[src/verilog/synth_regs_pkg.sv]
// constants shared by the synthesizer register bank and its serial receiver
package synth_regs_pkg;
    // ==========================================================
    // serial word format
    localparam int          WORD_W       = 24;
    localparam int          SYNC_W       = 3;
    localparam logic [1:0]  SEL_N_DIV    = 2'b00;
    localparam logic [1:0]  SEL_R_DIV    = 2'b01;
    localparam logic [1:0]  SEL_CTRL     = 2'b10;
    localparam logic [1:0]  SEL_NOISE    = 2'b11;
    // ==========================================================
    // register widths and reset values
    localparam int          N_REG_W      = 24;
    localparam int          R_REG_W      = 24;
    localparam int          CTRL_REG_W   = 16;
    localparam int          NOISE_REG_W  = 11;
    localparam logic [23:0] N_REG_RST    = 24'h00_0000;
    localparam logic [23:0] R_REG_RST    = 24'h00_0000;
    localparam logic [15:0] CTRL_REG_RST = 16'h0000;
    localparam logic [10:0] NOISE_REG_RST = 11'h000;
    // ==========================================================
    // n divider register fields
    localparam int          N_FASTLOCK_BIT = 23;
    localparam int          N_INT_LSB      = 14;
    localparam int          INT_W          = 9;
    localparam int          N_FRAC_LSB     = 2;
    localparam int          FRAC_W         = 12;
    // ==========================================================
    // r divider register fields
    localparam int          R_LOAD_BIT   = 23;
    localparam int          R_MUX_LSB    = 20;
    localparam int          MUX_W        = 3;
    localparam int          R_PRESC_BIT  = 18;
    localparam int          R_RDIV_LSB   = 14;
    localparam int          RDIV_W       = 4;
    localparam int          R_MOD_LSB    = 2;
    localparam int          MOD_W        = 12;
    // ==========================================================
    // control register fields
    localparam int          C_CRST_BIT   = 2;
    localparam int          C_CP3_BIT    = 3;
    localparam int          C_PD_BIT     = 4;
    localparam int          C_LDP_BIT    = 5;
    localparam int          C_POL_BIT    = 6;
    localparam int          C_CPI_LSB    = 7;
    localparam int          CPI_W        = 4;
    localparam int          C_DBL_BIT    = 11;
    localparam int          C_RSYNC_LSB  = 12;
    localparam int          RSYNC_W      = 4;
    // ==========================================================
    // noise and spur register fields and modes {upper four, low bit}
    localparam int          NS_LO_BIT    = 2;
    localparam int          NS_HI_LSB    = 6;
    localparam int          NS_MODE_W    = 5;
    localparam logic [4:0]  MODE_LOW_SPUR       = 5'h00;
    localparam logic [4:0]  MODE_LOW_NOISE_SPUR = 5'h1C;
    localparam logic [4:0]  MODE_LOWEST_NOISE   = 5'h1F;
    // ==========================================================
    // lock detect consecutive comparison cycle counts
    localparam int          LOCK_CNT_W    = 6;
    localparam logic [5:0]  LOCK_CYC_FINE = 6'h18;  // 24 cycles
    localparam logic [5:0]  LOCK_CYC_SLOW = 6'h28;  // 40 cycles
endpackage : synth_regs_pkg

[src/verilog/serial_word_receiver.sv]
// three-wire serial receiver: shifts data on clock rises, hands a word on latch rise
`timescale 1ns/1ps
module serial_word_receiver
    import synth_regs_pkg::*;
(
    // clock, reset, enable
    input  wire logic              clk_in,
    input  wire logic              rst_in,
    input  wire logic              ce_in,
    // serial pins
    input  wire logic              ser_clk_in,
    input  wire logic              ser_data_in,
    input  wire logic              ser_latch_in,
    // received word
    output logic [WORD_W-1:0]      word_out,
    output logic                   word_valid_out
);
    // ==========================================================
    // state
    typedef struct packed {
        logic [SYNC_W-1:0] s1;
        logic [SYNC_W-1:0] s2;
        logic [SYNC_W-1:0] s3;
        logic [SYNC_W-1:0] lvl;
        logic [WORD_W-1:0] shift;
        logic [WORD_W-1:0] word;
        logic              valid;
    } rx_state_t;

    rx_state_t st_r;
    rx_state_t st_nxt;
    logic [SYNC_W-1:0] pins;
    logic [SYNC_W-1:0] rise;

    assign pins = {ser_latch_in, ser_data_in, ser_clk_in};

    // ==========================================================
    // next state: a pin level counts once stages two and three agree
    always_comb begin
        st_nxt       = st_r;
        st_nxt.s1    = pins;
        st_nxt.s2    = st_r.s1;
        st_nxt.s3    = st_r.s2;
        st_nxt.valid = 1'b0;
        rise         = '0;
        for (int i = 0; i < SYNC_W; i++) begin
            if (st_r.s2[i] == st_r.s3[i]) begin
                st_nxt.lvl[i] = st_r.s3[i];
                rise[i]       = st_r.s3[i] & ~st_r.lvl[i];
            end
        end
        // data is sampled on the agreed level, one cycle older than the clock edge seen in stage three
        if (rise[0]) begin
            st_nxt.shift = {st_r.shift[WORD_W-2:0], st_r.lvl[1]};
        end
        // words still latch while powered down
        if (rise[2]) begin
            st_nxt.word  = st_r.shift;
            st_nxt.valid = 1'b1;
        end
    end

    // ==========================================================
    // registers
    always_ff @(posedge clk_in) begin
        if (rst_in) begin
            st_r <= '0;
        end else if (ce_in) begin
            st_r <= st_nxt;
        end
    end

    assign word_out       = st_r.word;
    assign word_valid_out = st_r.valid & ce_in;
endmodule : serial_word_receiver

[src/verilog/synth_control_registers.sv]
// write-only configuration registers and reference/lock logic of the synthesizer
`timescale 1ns/1ps
module synth_control_registers
    import synth_regs_pkg::*;
#(
    parameter int LOCK_W = LOCK_CNT_W
)
(
    // clock, reset, enable
    input  wire logic                 clk_in,
    input  wire logic                 rst_in,
    input  wire logic                 ce_in,
    // three-wire serial interface
    input  wire logic                 ser_clk_in,
    input  wire logic                 ser_data_in,
    input  wire logic                 ser_latch_in,
    // reference and phase error comparators
    input  wire logic                 reference_input_in,
    input  wire logic                 err_below_15ns_in,
    input  wire logic                 err_above_30ns_in,
    // divider settings
    output logic [INT_W-1:0]          whole_divide_value_out,
    output logic [FRAC_W-1:0]         partial_step_count_out,
    output logic [MOD_W-1:0]          channel_step_divisor_out,
    output logic [MOD_W-1:0]          resync_delay_out,
    output logic [RDIV_W-1:0]         ref_divider_out,
    output logic                      fastlock_out,
    output logic                      prescaler_sel_out,
    output logic [MUX_W-1:0]          multiplexed_output_sel_out,
    // control settings
    output logic                      counters_reset_out,
    output logic                      cp_three_state_out,
    output logic                      power_down_out,
    output logic                      pd_polarity_out,
    output logic [CPI_W-1:0]          cp_current_out,
    output logic                      doubler_out,
    output logic [RSYNC_W-1:0]        resync_out,
    // noise and spur settings
    output logic                      dither_enable_out,
    output logic                      cp_low_noise_out,
    // reference path and lock detect
    output logic                      comparison_pulse_out,
    output logic                      lock_detect_out
);
    // ==========================================================
    // state of the whole block in one record
    typedef struct packed {
        logic [N_REG_W-1:0]     n_divider_reg;
        logic [R_REG_W-1:0]     r_divider_reg;
        logic [CTRL_REG_W-1:0]  control_reg;
        logic [NOISE_REG_W-1:0] noise_spur_reg;
        logic [MOD_W-1:0]       mod_active;
        logic [MOD_W-1:0]       resync_delay;
        logic [SYNC_W-1:0]      s1;
        logic [SYNC_W-1:0]      s2;
        logic [SYNC_W-1:0]      s3;
        logic [SYNC_W-1:0]      lvl;
        logic [RDIV_W-1:0]      div_cnt;
        logic                   cmp_pulse;
        logic [LOCK_W-1:0]      lock_cnt;
        logic                   lock;
    } bank_state_t;

    bank_state_t st_r;
    bank_state_t st_nxt;

    // ==========================================================
    // received serial words
    logic [WORD_W-1:0] word;
    logic              word_valid;
    // word_valid is one cycle per latched word, already gated by the enable

    serial_word_receiver u_rx (
        .clk_in         (clk_in),
        .rst_in         (rst_in),
        .ce_in          (ce_in),
        .ser_clk_in     (ser_clk_in),
        .ser_data_in    (ser_data_in),
        .ser_latch_in   (ser_latch_in),
        .word_out       (word),
        .word_valid_out (word_valid)
    );

    // ==========================================================
    // decode helpers; ref_ratio and is_sel are each used in more than one place
    // mode code: the four upper mode bits, then the single low one
    function automatic logic [NS_MODE_W-1:0] noise_mode(input logic [NOISE_REG_W-1:0] r);
        noise_mode = {r[NS_HI_LSB +: NS_MODE_W-1], r[NS_LO_BIT]};
    endfunction : noise_mode

    // a zero divider value is treated as divide by one
    function automatic logic [RDIV_W-1:0] ref_ratio(input logic [R_REG_W-1:0] r);
        logic [RDIV_W-1:0] v;
        v = r[R_RDIV_LSB +: RDIV_W];
        ref_ratio = (v == '0) ? RDIV_W'(1) : v;
    endfunction : ref_ratio

    // true when the two low control bits name the given register
    function automatic logic is_sel(input logic [WORD_W-1:0] w, input logic [1:0] sel);
        is_sel = (w[1:0] == sel);
    endfunction : is_sel

    // ==========================================================
    // combinational decode of current settings
    logic              ctl_crst;
    logic              ctl_pd;
    logic              ctl_dbl;
    logic              ctl_ldp;
    logic              hold_counters;
    logic              wr_n;
    logic              wr_r;
    logic              wr_ctrl;
    logic              wr_noise;
    logic              ref_rise;
    logic              ref_fall;
    logic              active_edge;
    logic              err_small;
    logic              err_large;
    logic [LOCK_W-1:0] lock_target;

    // power-down reaches the reference divider counter through the same hold term as counter reset
    assign ctl_crst      = st_r.control_reg[C_CRST_BIT];
    assign ctl_pd        = st_r.control_reg[C_PD_BIT];
    assign ctl_dbl       = st_r.control_reg[C_DBL_BIT];
    assign ctl_ldp       = st_r.control_reg[C_LDP_BIT];
    assign hold_counters = ctl_crst | ctl_pd;

    // word routing by the two low control bits
    assign wr_n     = word_valid & is_sel(word, SEL_N_DIV);
    assign wr_r     = word_valid & is_sel(word, SEL_R_DIV);
    assign wr_ctrl  = word_valid & is_sel(word, SEL_CTRL);
    assign wr_noise = word_valid & is_sel(word, SEL_NOISE);

    // a precision change applies from the next comparison cycle on
    // count target follows lock precision select
    assign lock_target = ctl_ldp ? LOCK_W'(LOCK_CYC_SLOW) : LOCK_W'(LOCK_CYC_FINE);

    // ==========================================================
    // next state
    always_comb begin
        st_nxt           = st_r;
        st_nxt.cmp_pulse = 1'b0;
        ref_rise         = 1'b0;
        ref_fall         = 1'b0;

        // three-stage synchronisers for reference and comparator pins
        st_nxt.s1 = {err_above_30ns_in, err_below_15ns_in, reference_input_in};
        st_nxt.s2 = st_r.s1;
        st_nxt.s3 = st_r.s2;
        for (int i = 0; i < SYNC_W; i++) begin
            if (st_r.s2[i] == st_r.s3[i]) begin
                st_nxt.lvl[i] = st_r.s3[i];
            end
        end
        // edges come only from agreed levels: a reference glitch shorter
        // than two clock cycles is ignored
        if (st_r.s2[0] == st_r.s3[0]) begin
            ref_rise = st_r.s3[0] & ~st_r.lvl[0];
            ref_fall = ~st_r.s3[0] & st_r.lvl[0];
        end
        err_small = st_r.lvl[1];
        err_large = st_r.lvl[2];

        // doubling is done by counting both reference edges
        // falling edge only unless the doubler is on
        active_edge = ctl_dbl ? (ref_rise | ref_fall) : ref_fall;

        // ------------------------------------------------------
        // register writes; each word touches its own target, and an n word also loads mod_active and clears lock detect
        // write-only bank, one register per word
        if (wr_n) begin
            st_nxt.n_divider_reg = word[N_REG_W-1:0];
            // a host that skips the n write keeps the old divisor running
            // second half of the double buffer
            st_nxt.mod_active = st_r.r_divider_reg[R_MOD_LSB +: MOD_W];
        end
        if (wr_r) begin
            if (word[R_LOAD_BIT]) begin
                // load bit set: value is the resync delay only
                st_nxt.resync_delay = word[R_MOD_LSB +: MOD_W];
            end else begin
                // divisor waits here until the next n write
                st_nxt.r_divider_reg = word[R_REG_W-1:0];
            end
        end
        // writes keep landing while powered down
        // input register stays active in power-down
        if (wr_ctrl) begin
            st_nxt.control_reg = word[CTRL_REG_W-1:0];
        end
        if (wr_noise) begin
            st_nxt.noise_spur_reg = word[NOISE_REG_W-1:0];
        end

        // ------------------------------------------------------
        // reference divider
        // limitation: the reference must hold each level two clock cycles,
        // so it has to run well below a quarter of the clock rate
        // counters held in reset while the reset bit is set
        if (hold_counters) begin
            st_nxt.div_cnt = '0;
        end else if (active_edge) begin
            // pulse once every ratio active edges
            if (st_r.div_cnt + RDIV_W'(1) >= ref_ratio(st_r.r_divider_reg)) begin
                st_nxt.div_cnt   = '0;
                st_nxt.cmp_pulse = 1'b1;
            end else begin
                st_nxt.div_cnt = st_r.div_cnt + RDIV_W'(1);
            end
        end

        // ------------------------------------------------------
        // digital lock detect, judged once per comparison cycle
        // the next control value is used so lock falls with power-down itself
        if (st_nxt.control_reg[C_PD_BIT]) begin
            st_nxt.lock_cnt = '0;
            st_nxt.lock     = 1'b0;
        end else if (wr_n) begin
            st_nxt.lock_cnt = '0;
            st_nxt.lock     = 1'b0;
        end else if (st_r.cmp_pulse) begin
            if (err_large) begin
                // one large error cycle drops lock
                st_nxt.lock_cnt = '0;
                st_nxt.lock     = 1'b0;
            end else if (err_small) begin
                // saturation keeps the count from wrapping during a long lock
                // count consecutive good cycles, saturating
                if (st_r.lock_cnt < lock_target) begin
                    st_nxt.lock_cnt = st_r.lock_cnt + LOCK_W'(1);
                end
                if (st_r.lock_cnt + LOCK_W'(1) >= lock_target) begin
                    st_nxt.lock = 1'b1;
                end
            end else begin
                // between the two thresholds: streak broken, lock kept
                st_nxt.lock_cnt = '0;
            end
        end
    end

    // ==========================================================
    // registers; no hardware reset exists on the part, so zero is chosen
    always_ff @(posedge clk_in) begin
        if (rst_in) begin
            st_r                <= '0;
            st_r.n_divider_reg  <= N_REG_RST;
            st_r.r_divider_reg  <= R_REG_RST;
            st_r.control_reg    <= CTRL_REG_RST;
            st_r.noise_spur_reg <= NOISE_REG_RST;
        end else if (ce_in) begin
            st_r <= st_nxt;
        end
    end

    // ==========================================================
    // divider outputs
    // integer, fraction and divisor feed the fractional divider
    assign whole_divide_value_out     = st_r.n_divider_reg[N_INT_LSB +: INT_W];
    assign partial_step_count_out     = st_r.n_divider_reg[N_FRAC_LSB +: FRAC_W];
    // only the buffered divisor reaches the interpolator
    assign channel_step_divisor_out   = st_r.mod_active;
    assign resync_delay_out           = st_r.resync_delay;
    // zero is shown as one, which is how the divider treats it
    assign ref_divider_out            = ref_ratio(st_r.r_divider_reg);
    assign fastlock_out               = st_r.n_divider_reg[N_FASTLOCK_BIT];
    assign prescaler_sel_out          = st_r.r_divider_reg[R_PRESC_BIT];
    assign multiplexed_output_sel_out = st_r.r_divider_reg[R_MUX_LSB +: MUX_W];

    // ==========================================================
    // control outputs
    // counter reset level to the analog counters
    assign counters_reset_out = hold_counters;
    // power-down forces three-state without touching the stored bit
    // three-state by bit or by power-down
    assign cp_three_state_out = st_r.control_reg[C_CP3_BIT] | ctl_pd;
    assign power_down_out     = ctl_pd;
    assign pd_polarity_out    = st_r.control_reg[C_POL_BIT];
    assign cp_current_out     = st_r.control_reg[C_CPI_LSB +: CPI_W];
    assign doubler_out        = ctl_dbl;
    assign resync_out         = st_r.control_reg[C_RSYNC_LSB +: RSYNC_W];

    // ==========================================================
    // noise and spur mode; unlisted codes fall back to dither on,
    // which is the safer choice for spurs
    always_comb begin
        case (noise_mode(st_r.noise_spur_reg))
            // low noise and spur: dither off
            MODE_LOW_NOISE_SPUR: begin
                dither_enable_out = 1'b0;
                cp_low_noise_out  = 1'b0;
            end
            // lowest noise: dither off, pump in low-noise region
            MODE_LOWEST_NOISE: begin
                dither_enable_out = 1'b0;
                cp_low_noise_out  = 1'b1;
            end
            default: begin
                dither_enable_out = 1'b1;
                cp_low_noise_out  = 1'b0;
            end
        endcase
    end

    // ==========================================================
    // reference path and lock outputs
    assign comparison_pulse_out = st_r.cmp_pulse;
    assign lock_detect_out      = st_r.lock;
endmodule : synth_control_registers

[config.mk]
export PLATFORM = sky130hd
export DESIGN_NAME = synth_control_registers
export DESIGN_NICKNAME = d
export VERILOG_FILES = /design/src/verilog/synth_regs_pkg.sv /design/src/verilog/serial_word_receiver.sv /design/src/verilog/synth_control_registers.sv
export SDC_FILE = /design/constraint.sdc
export NUM_CORES = 1
export LEC_CHECK = 0
export ABC_AREA = 1
export BUFFER_PORTS_ARGS = -buffer_cell sky130_fd_sc_hd__buf_2
export CAP_MARGIN = 20
export CELL_PAD_IN_SITES_DETAIL_PLACEMENT = 0
export CELL_PAD_IN_SITES_GLOBAL_PLACEMENT = 1
export CORE_MARGIN = 3
export CORE_UTILIZATION = 30
export CTS_CLUSTER_SIZE = 28
export DETAILED_ROUTE_END_ITERATION = 6
export MAX_ROUTING_LAYER = met4
export PLACE_DENSITY = 0.67
export SYNTH_ARGS = -nofsm -noshare
export SYNTH_HDL_FRONTEND = slang
export SYNTH_SLANG_ARGS = --single-unit
[constraint.sdc]
create_clock -name clk_in -period 1.7 [get_ports clk_in]
set_input_delay 0.085 -clock clk_in [delete_from_list [all_inputs] [get_ports clk_in]]
set_output_delay 0.085 -clock clk_in [all_outputs]
set_load 0.005 [all_outputs]
==> results.md, run 1 <==
- Worst-path maximum fanout: 4
- Total track usage: 0.137
- CORE AREA: 22800 µm²
- FF+latch count, synth: 170
- Setup-failing EPs final: 0
- DR pass1 iterations: 5
- Per-cell routed wire length: roughly 14 µm
- Clk root buf: clkbuf_16
- CP max stage cell: dfxtp_4
- Clk pin slew, worst setup/hold paths: ~60 ps
- H-tree depth: 4
- Residual DRC: 0
- Final net count: 955
- Worst slew pin tran: ~770 ps
- CP Cell Sequence: nand3_2 -> xnor2_2 -> ha_4 -> a21oi_2 -> nand3_2 -> nor2_4 -> nand2_1 -> a21oi_1
- CTS tree: built
- CP required: around 2100 ps
- Vias in the first global route: 5224
- Cell variety after synth: 32
- Commonest non-fill, non-tap cell in the layout: nor2_1
- Rows: 55
- Vias: 5706
- Max stage delay on crit path: roughly 380 ps
- Relative slew slack: 0.486
- Kind of critical path: reg -> reg
- Multi-input gate area: between 2000 and 3000 µm²
- Die Footprint: around 25000 µm²
- Global-route wire length before repair: around 28 mm
- Min-Delay Path Class: in -> reg
- GR Overflow Total: 0
- Status: complete, no violations
- Syn Area/Cell: a little under 8 µm²
- Yosys warnings: 0
- Fin crit period: between 1500 and 2000 ps
- Sink Count: 170
- Post-synthesis instance total: a little over 900
- Most frequent cells in the layout: 228 x nor2_1, 163 x dfxtp_1, 123 x o21ai_0, 79 x buf_2, 65 x nand2_1
- MaxCap Viol Count: 0
- Final Hold Viols: 0
- Min Hold Slack: slightly below 50 ps
- CP most frequent cell: nand3_2
- Port-buffer cells: 79
- PwrDens: around 1000 nW/µm²
- Worst IR drop on VDD: roughly 0.44 mV
- Post-route ant nets: 0
- Layout cells sized above 1: 0.210
- Routed wire length: roughly 17 mm
- Fillers: between 2000 and 2500
- IO Pins: 80
- Leakage: between 3 and 4 nW
- Storage cell area: around 3400 µm²
- Worst-Skew Late Latency: approximately 420 ps
- Area leader, netlist: dfxtp_1
- Final Power: between 8 and 9 mW
- Mapped Nets: around 900
- Startpoint Class: register
- Share of the synthesized area in the top cell type: 0.483
- Area grow syn2layout: 17.1%
- Initial antenna violation count: 0
- Antenna diode count: 0
- Die Ht: between 150 and 200 µm
- DR vias/cell: ~4.5
- Fmax: 613 MHz
- Top post-synthesis cells by area: dfxtp_1 48%, nor2_1 12%, o21ai_0 8.9%
- Slew Viols, Final: 0
- Post-DP HPWL: approximately 11 mm
- Crit path DAT: between 1500 and 2000 ps
- Largest net degree at the start of global routing: between 100 and 150
- Die X: 159 µm
- Max Clock Skew: about 7.8 ps
- Seq/Total Area, Yosys: 0.483
- Final GP Congestion: slightly below 0.8
- Tcrit/Tclk final: 0.960
- Initial DRC Count: 310
- Finished Layout Cells: about 1300
- Netlist Area Pre-Place: roughly 7000 µm²
- Dpl cells: approximately 1200
- Clock tree buffer depth: 2
- RSZ-0062 raised after global routing: true
- Initial core utilization: 0.308
- Cts bufs inserted: 17
- Crit. End Element: register
[where the power goes]
part           internal (mW)  switching (mW)  leakage [nW]
clock network           2.24            1.72         0.286
logic                 0.0749           0.142          1.87
registers               4.01          0.0261          1.38
[cells in the mapped netlist]
cell / n
buf_2: 16
a21oi_1: 59
inv_2: 4
nor2_8: 2
nand3_2: 1
o21ai_0: 125
nor2_4: 1
dfxtp_1: 170
buf_6: 5
o21ai_1: 2
nand2_1: 68
nand4_1: 10
nand3_1: 51
clkbuf_1: 31
inv_4: 1
clkinv_1: 4
inv_1: 30
o31ai_1: 3
nor2_2: 8
nor3_4: 1
xnor2_1: 1
buf_4: 56
nor3_1: 3
o21bai_1: 2
xor2_1: 1
nand3_4: 1
nor2_1: 229
ha_1: 11
nand4_4: 1
a22oi_1: 2
nand2_4: 5
or2_2: 2
[kinds of logic after synthesis]
logic type,count (synthesis),share of synthesized area
fa+ha+maj,11,0.0195
xor+xnor,2,0.00249
simple gates,383,0.239
buf+inv,147,0.117
compound gates,193,0.140
flops,170,0.483
[per-stage QoR]
stage               area [µm²]  utilization  setup slack (ps)  setup TNS [ps]
global route              8250        0.361             -72.8            -130
floorplan                 7050            -              78.1               0
detailed placement        7400        0.324              -135            -518
global placement          7400        0.324              -119            -442
CTS                       8080        0.354              7.71               0
finish                    8250        0.361              68.7               0
[timing repair]
action,CTS,global route
cloned,0,0
hold endpoints to repair,6,0
buffers inserted,0,4
resized for setup,6,29
setup endpoints to repair,6,18
pin swaps,1,9
hold buffers,6,0
[cell type report]
| type | count | share of cell area |
|---|---|---|
| inverter | 39 | 0.0180 |
| tap | 313 | 0.0475 |
| multi-input combinational | 589 | 0.359 |
| clock buffer | 18 | 0.0532 |
| timing repair buffer | 118 | 0.0887 |
| clock inverter | 14 | 0.0194 |
| sequential | 170 | 0.414 |
[final timing paths]
path         slack, ps            end  startpoint  cells after the start
min                 50  u_rx.st_r[52]       ce_in                      3
min reg2reg        460       st_r[84]    st_r[84]                      2
max reg2reg         70       st_r[11]     st_r[9]                      8
max                 70       st_r[11]     st_r[9]                      8
[worst max-delay path, delay by kind of cell, from the launching register on]
family                   cells  cell delay (ps)
adder cells (fa/ha/maj)      1              240
AND/OR/NAND/NOR              4              450
flip-flops                   1              380
XOR/XNOR                     1              230
AO/OA/AOI/OAI                2              270
[sequential cells by signal (all words and copies together), names as in the netlist, 3 cells and up]
name	flops
multiplexed_output_sel_out	3
st_r	36
resync_delay_out	12
st_nxt	6
resync_out	4
u_rx.word_out	24
u_rx.st_nxt	6
whole_divide_value_out	9
channel_step_divisor_out	12
partial_step_count_out	12
u_rx.st_r	31
cp_current_out	4
[metal layers]
metal / vias up / track usage / part of all wire
met2: 96 / 0.220 / 0.48
met5: - / - / 0
met4: 0 / 0.0370 / 0.0099
met3: 12 / 0.0268 / 0.031
li1: 2958 / - / -
met1: 2640 / 0.176 / 0.47
Power figures use the tool's default switching activity.
==> inputs of run 2 (changes only) <==
--- a/config.mk
+++ b/config.mk
@@ -15,7 +15,7 @@
 export CTS_CLUSTER_SIZE = 28
 export DETAILED_ROUTE_END_ITERATION = 6
 export MAX_ROUTING_LAYER = met4
-export PLACE_DENSITY = 0.67
+export PLACE_DENSITY = 0.65
 export SYNTH_ARGS = -nofsm -noshare
 export SYNTH_HDL_FRONTEND = slang
 export SYNTH_SLANG_ARGS = --single-unit
==> constraint.sdc (replaced) <==
create_clock -name clk_in -period 2.1 [get_ports clk_in]
set_input_delay 0.105 -clock clk_in [delete_from_list [all_inputs] [get_ports clk_in]]
set_output_delay 0.105 -clock clk_in [all_outputs]
set_load 0.005 [all_outputs]
==> run 2 against run 1 <==
Compared with the run above:
- worst hold slack improved by 21 ps
- largest power group unchanged
- critical path depth rose by 1
- sequential cell count did not move
- highest routed layer unchanged
==> results.md, run 2 (same netlist as run 1, synthesis figures left out) <==
- Post-DP HPWL: 11.2 mm (+1.2%)
- Per-cell routed wire length: 13.7 µm (+1.2%)
- Reg-to-reg critical path startpoint: st_r[1]
- Final Power: 6.50 mW (-21%)
- Worst IR drop on VDD: 0.378 mV (-14%)
- Min Hold Slack: 70.0 ps (+21.2 ps)
- DR vias/cell: 4.47 (-1.3%)
- CP required: 2440 ps (+390 ps)
- Die Footprint: 25400 µm² (unchanged)
- Fin crit period: 1810 ps (+180 ps)
- Vias in the first global route: 5322 (+1.9%)
- Final net count: 939 (-1.7%)
- Largest Register: st_r
- PwrDens: 817 nW/µm² (-18%)
- Relative slew slack: 0.488 (+0.00172)
- Startpoint Class: register
- Final GP Congestion: 0.772 (+0.31%)
- Worst reg2reg path depth: 9 (+1)
- Status: complete, no violations
- Initial core utilization: 0.308 (unchanged)
- Most frequent cells in the layout: 228 x nor2_1, 170 x dfxtp_1, 125 x o21ai_0, 79 x buf_2, 68 x nand2_1
- Fmax: 552 MHz (-9.9%)
- DR pass1 iterations: 4 (-1)
- Worst slew pin tran: 768 ps (-2.58 ps)
- Setup-failing EPs final: 0 (unchanged)
- Largest register FFs: 36 (unchanged)
- R2R Setup Slk: 290 ps (+220 ps)
- Clk pin slew, worst setup/hold paths: 60 ps (about the same)
- Final Hold Viols: 0 (unchanged)
- CORE AREA: 22800 µm² (unchanged)
- Final Instance Area: 7960 µm² (-3.6%)
- MaxCap Viol Count: 0 (unchanged)
- Initial antenna violation count: 0 (unchanged)
- Min-Delay Path Class: in -> reg
- Min setup slack post-route: 289 ps (+220 ps)
- Residual DRC: 0 (unchanged)
- Die X: 159 µm (unchanged)
- Sink Count: 170 (unchanged)
- Tcrit/Tclk final: 0.862 (-0.0973)
- Post-CTS Repair Setup Buffers: 0 (unchanged)
- Max Clock Skew: 8.30 ps (+0.488 ps)
- Vias: 5562 (-2.5%)
- Kind of critical path: reg -> reg
- IO Pins: 80 (unchanged)
- Place WS: 197 ps (+332 ps)
- Cell Area, Placed: 7310 µm² (-1.2%)
- Cts bufs inserted: 17 (unchanged)
- Post-route ant nets: 0 (unchanged)
- Clock tree buffer depth: 2 (unchanged)
- RSZ-0062 raised after global routing: false
- H-tree depth: 4 (unchanged)
- Clk root buf: clkbuf_16
- Die Ht: 159 µm (unchanged)
- Global-route wire length before repair: 28.1 mm (+2.1%)
- Leakage: 3.42 nW (-3.2%)
- Hold path cells: 3 (unchanged)
- GR Overflow Total: 0 (unchanged)
- Routed wire length: 17.0 mm (about the same)
- Total track usage: 0.139 (+0.00235)
- Rows: 55 (unchanged)
- Largest net degree at the start of global routing: 128 (unchanged)
- Port-buffer cells: 79 (unchanged)
- Worst-Skew Late Latency: 420 ps (about the same)
- Min-delay src: ce_in
- Worst r2r dst: lock_detect_out
- CTS tree: built
- Layout cells sized above 1: 0.165 (-0.0447)
- Worst-path maximum fanout: 8 (+4)
- Crit. End Element: register
- Crit path DAT: 2150 ps (+170 ps)
- Commonest non-fill, non-tap cell in the layout: nor2_1
- Slew Viols, Final: 0 (unchanged)
- Hold EP: u_rx.st_r[54]
- Initial DRC Count: 380 (+23%)
- Antenna diode count: 0 (unchanged)
- Area grow syn2layout: 12.9%
- Setup tns final: 0 ps (unchanged)
## run 2: worst max-delay path by stage
stage                  start               to  slack, ps
floorplan            st_r[1]  lock_detect_out        480
global placement    st_r[90]         st_r[11]        190
detailed placement  st_r[90]         st_r[11]        200
CTS                 st_r[90]         st_r[11]        190
global route         st_r[8]         st_r[11]         80
finish               st_r[1]  lock_detect_out        290
## run 2: area by class of cell
cell class	count	area, µm²
fill	2485	14900
timing repair buffer	102	608
sequential	170	3400
clock buffer	24	492
tap	313	392
clock inverter	8	87.6
multi-input combinational	589	2820
inverter	39	149
## run 2: what timing repair did
action	in CTS	in global routing
endpoints found under the hold margin	6	0
setup endpoints to repair	0	1
gates resized for setup	0	1
hold buffers	6	0
## run 2: critical path, cell delays in order, from the launching register on
cell	delay, ps
dfxtp_1	480
ha_1	230
nand2_1	70
o21ai_0	150
nand2_1	90
ha_1	270
nand2_1	40
o21ai_0	170
nand4_1	100
a21oi_1	130
## run 2: metrics by stage
step | instances | util
3_5_place_dp | 1207 | 0.320
2_1_floorplan | 906 | -
6_report | 1245 | 0.348
4_1_cts | 1245 | 0.348
5_1_grt | 1245 | 0.348
3_3_place_gp | 1207 | 0.320
## run 2: power breakdown
part | internal [mW] | switching (mW) | total, mW
clock network | 1.77 | 1.28 | 3.05
registers | 3.25 | 0.0223 | 3.28
logic | 0.0596 | 0.115 | 0.174
## run 2: metal layers
metal,routed length (µm),vias up,track usage
li1,-,2924,-
met1,8270,2545,0.179
met2,8060,84,0.227
met3,572,9,0.0304
met4,118,0,0.0287
met5,0,-,-
==> inputs of run 3 (changes only) <==
--- a/config.mk
+++ b/config.mk
@@ -15,7 +15,7 @@
 export CTS_CLUSTER_SIZE = 28
 export DETAILED_ROUTE_END_ITERATION = 6
 export MAX_ROUTING_LAYER = met4
-export PLACE_DENSITY = 0.65
+export PLACE_DENSITY = 0.56
 export SYNTH_ARGS = -nofsm -noshare
 export SYNTH_HDL_FRONTEND = slang
 export SYNTH_SLANG_ARGS = --single-unit
==> run 3 against run 2 <==
Compared with the run above:
- critical path depth is 1 lower
- combinational power is 6% higher
- cell count is 0.32% higher
- non-clock buffer count is 4 higher
- sequential share of layout area is 0.52 points lower
- core utilization is 0.43 points higher
- clock skew is 2.6 ps higher
- largest power group is now the clock network
- first-iteration DRC count is 6.6% lower
- clock power is 13% higher
==> results.md, run 3 (same netlist as run 1, synthesis figures left out) <==
- Clock tree buffer depth: 2 (unchanged)
- Worst-Skew Late Latency: 420 ps (about the same)
- Reg power frac: 0.474 (-0.030)
- Largest register FFs: 36 (unchanged)
- Max Clock Skew: 10.9 ps (+2.59 ps)
- MaxCap Viol Count: 0 (unchanged)
- Largest net degree at the start of global routing: 51 (-60%)
- Kind of critical path: reg -> reg
- Initial core utilization: 0.308 (unchanged)
- Clock Power Share: 0.499 (+0.030)
- Slew Viols, Final: 0 (unchanged)
- Combinational share of power: 0.027 (about the same)
- Worst slew pin tran: 781 ps (+12.9 ps)
- Worst-path maximum fanout: 5 (-3)
- H-tree depth: 4 (unchanged)
- Per-cell routed wire length: 14.5 µm (+6.3%)
- Min-delay src: ce_in
- Antenna diode count: 0 (unchanged)
- Clk pin slew, worst setup/hold paths: 70 ps (about the same)
- Leakage: 3.48 nW (+1.9%)
- Largest Register: st_r
- Sw Ratio: 0.209 (-0.00950)
- Switch Pwr: 1.44 mW (+1.6%)
- Die Ht: 159 µm (unchanged)
- Dpl cells: 1211 (+0.33%)
- Layout cells sized above 1: 0.169 (+0.00357)
- Die Footprint: 25400 µm² (unchanged)
- Setup tns final: 0 ps (unchanged)
- Final GP Congestion: 0.785 (+1.7%)
- Reg-to-reg critical path startpoint: st_r[8]
- Area grow syn2layout: 14.3%
- Min setup slack post-route: 302 ps (+12.8 ps)
- Final Power: 6.91 mW (+6.2%)
- Total track usage: 0.151 (+0.0115)
- Final net count: 943 (+0.43%)
- Setup-failing EPs final: 0 (unchanged)
- Crit path DAT: 2160 ps (about the same)
- Post-route ant nets: 0 (unchanged)
- Final Hold Viols: 0 (unchanged)
- Global-route wire length before repair: 30.0 mm (+6.8%)
- Finished Layout Cells: 1249 (+0.32%)
- Relative slew slack: 0.479 (-0.00859)
- Fin util: 0.352 (+0.00427)
- Status: complete, no violations
- Fmax: 556 MHz (+0.71%)
- CTS tree: built
- Crit. End Element: register
- Post-CTS Repair Setup Buffers: 0 (unchanged)
- Port-buffer cells: 79 (unchanged)
- Cts bufs inserted: 17 (unchanged)
- Vias: 5570 (+0.14%)
- Min Hold Slack: 92.3 ps (+22.4 ps)
- CP startpoint: st_r[8]
- Most frequent cells in the layout: 229 x nor2_1, 170 x dfxtp_1, 125 x o21ai_0, 79 x buf_2, 68 x nand2_1
- Tcrit/Tclk final: 0.856 (-0.00607)
- Rows: 55 (unchanged)
- Die X: 159 µm (unchanged)
- Fin crit period: 1800 ps (-12.8 ps)
- Clk root buf: clkbuf_16
- Commonest non-fill, non-tap cell in the layout: nor2_1
- Post-DP HPWL: 12.3 mm (+9.3%)
- Sink Count: 170 (unchanged)
- Worst IR drop on VDD: 0.347 mV (-8.0%)
- RSZ-0062 raised after global routing: false
- Startpoint Class: register
- PwrDens: 858 nW/µm² (+4.9%)
- Min-Delay Path Class: in -> reg
- GR Overflow Total: 0 (unchanged)
- Worst reg2reg path depth: 8 (-1)
- Vias in the first global route: 5452 (+2.4%)
- Routed wire length: 18.2 mm (+6.6%)
- Final Instance Area: 8050 µm² (+1.2%)
- IO Pins: 80 (unchanged)
- Pint: 5.46 mW (+7.5%)
- CORE AREA: 22800 µm² (unchanged)
- Cell Area, Placed: 7340 µm² (+0.41%)
- DR vias/cell: 4.46 (-0.18%)
- Initial DRC Count: 355 (-6.6%)
- Place WS: 97.2 ps (-99.5 ps)
- Hold path cells: 3 (unchanged)
- CP required: 2460 ps (+20 ps)
- Initial antenna violation count: 0 (unchanged)
- Residual DRC: 0 (unchanged)
- DR pass1 iterations: 4 (unchanged)
run 3: changes by cell type in the layout (fill, tap and decap cells not counted), moves of 2 or more:
cell / before / now
clkinvlp_4: 3 / 1
buf_4: 15 / 19
clkinv_2: 0 / 2
bufinv_16: 1 / 5
clkbuf_8: 4 / 1
run 3: metal layers:
layer / share of wire / GRT usage / vias to the layer above
met2: 0.45 / 0.232 / 77
met1: 0.51 / 0.201 / 2546
met5: 0 / - / -
met4: 0.014 / 0.0426 / 0
li1: - / - / 2932
met3: 0.025 / 0.0312 / 15
run 3: path summary, 6_finish.rpt:
kind / endpoint / slack (ps)
worst max-delay path: st_r[10] / 300
worst min-delay path: u_rx.st_nxt[55] / 90
worst max register to register: st_r[10] / 300
worst min register to register: st_r[83] / 460
run 3: area by class of cell:
type / instances / area [µm²]
fill: 2509 / 14800
sequential: 170 / 3400
multi-input combinational: 589 / 2830
timing repair buffer: 106 / 638
clock buffer: 21 / 450
tap: 313 / 392
clock inverter: 11 / 194
inverter: 39 / 149
run 3: critical path, cell delays in order (launching register included):
cell	delay, ps
dfxtp_1	400
nand3_1	110
xnor2_1	190
ha_1	280
a21oi_1	150
nand3_1	110
nor2_1	270
a22oi_1	120
nor2_1	100
run 3: what timing repair did:
action                                  CTS  global route
hold buffers                              6             0
endpoints found under the setup margin    0             4
hold endpoints to repair                  6             0
gates resized for setup                   0             1
run 3: power groups by stage:
stage	sequential, mW	combinational [mW]	clock (mW)
floorplan	3.34	0.123	0
global placement	3.35	0.182	0
detailed placement	3.35	0.180	0
CTS	3.27	0.189	3.56
global route	3.28	0.213	3.67
finish	3.28	0.184	3.45
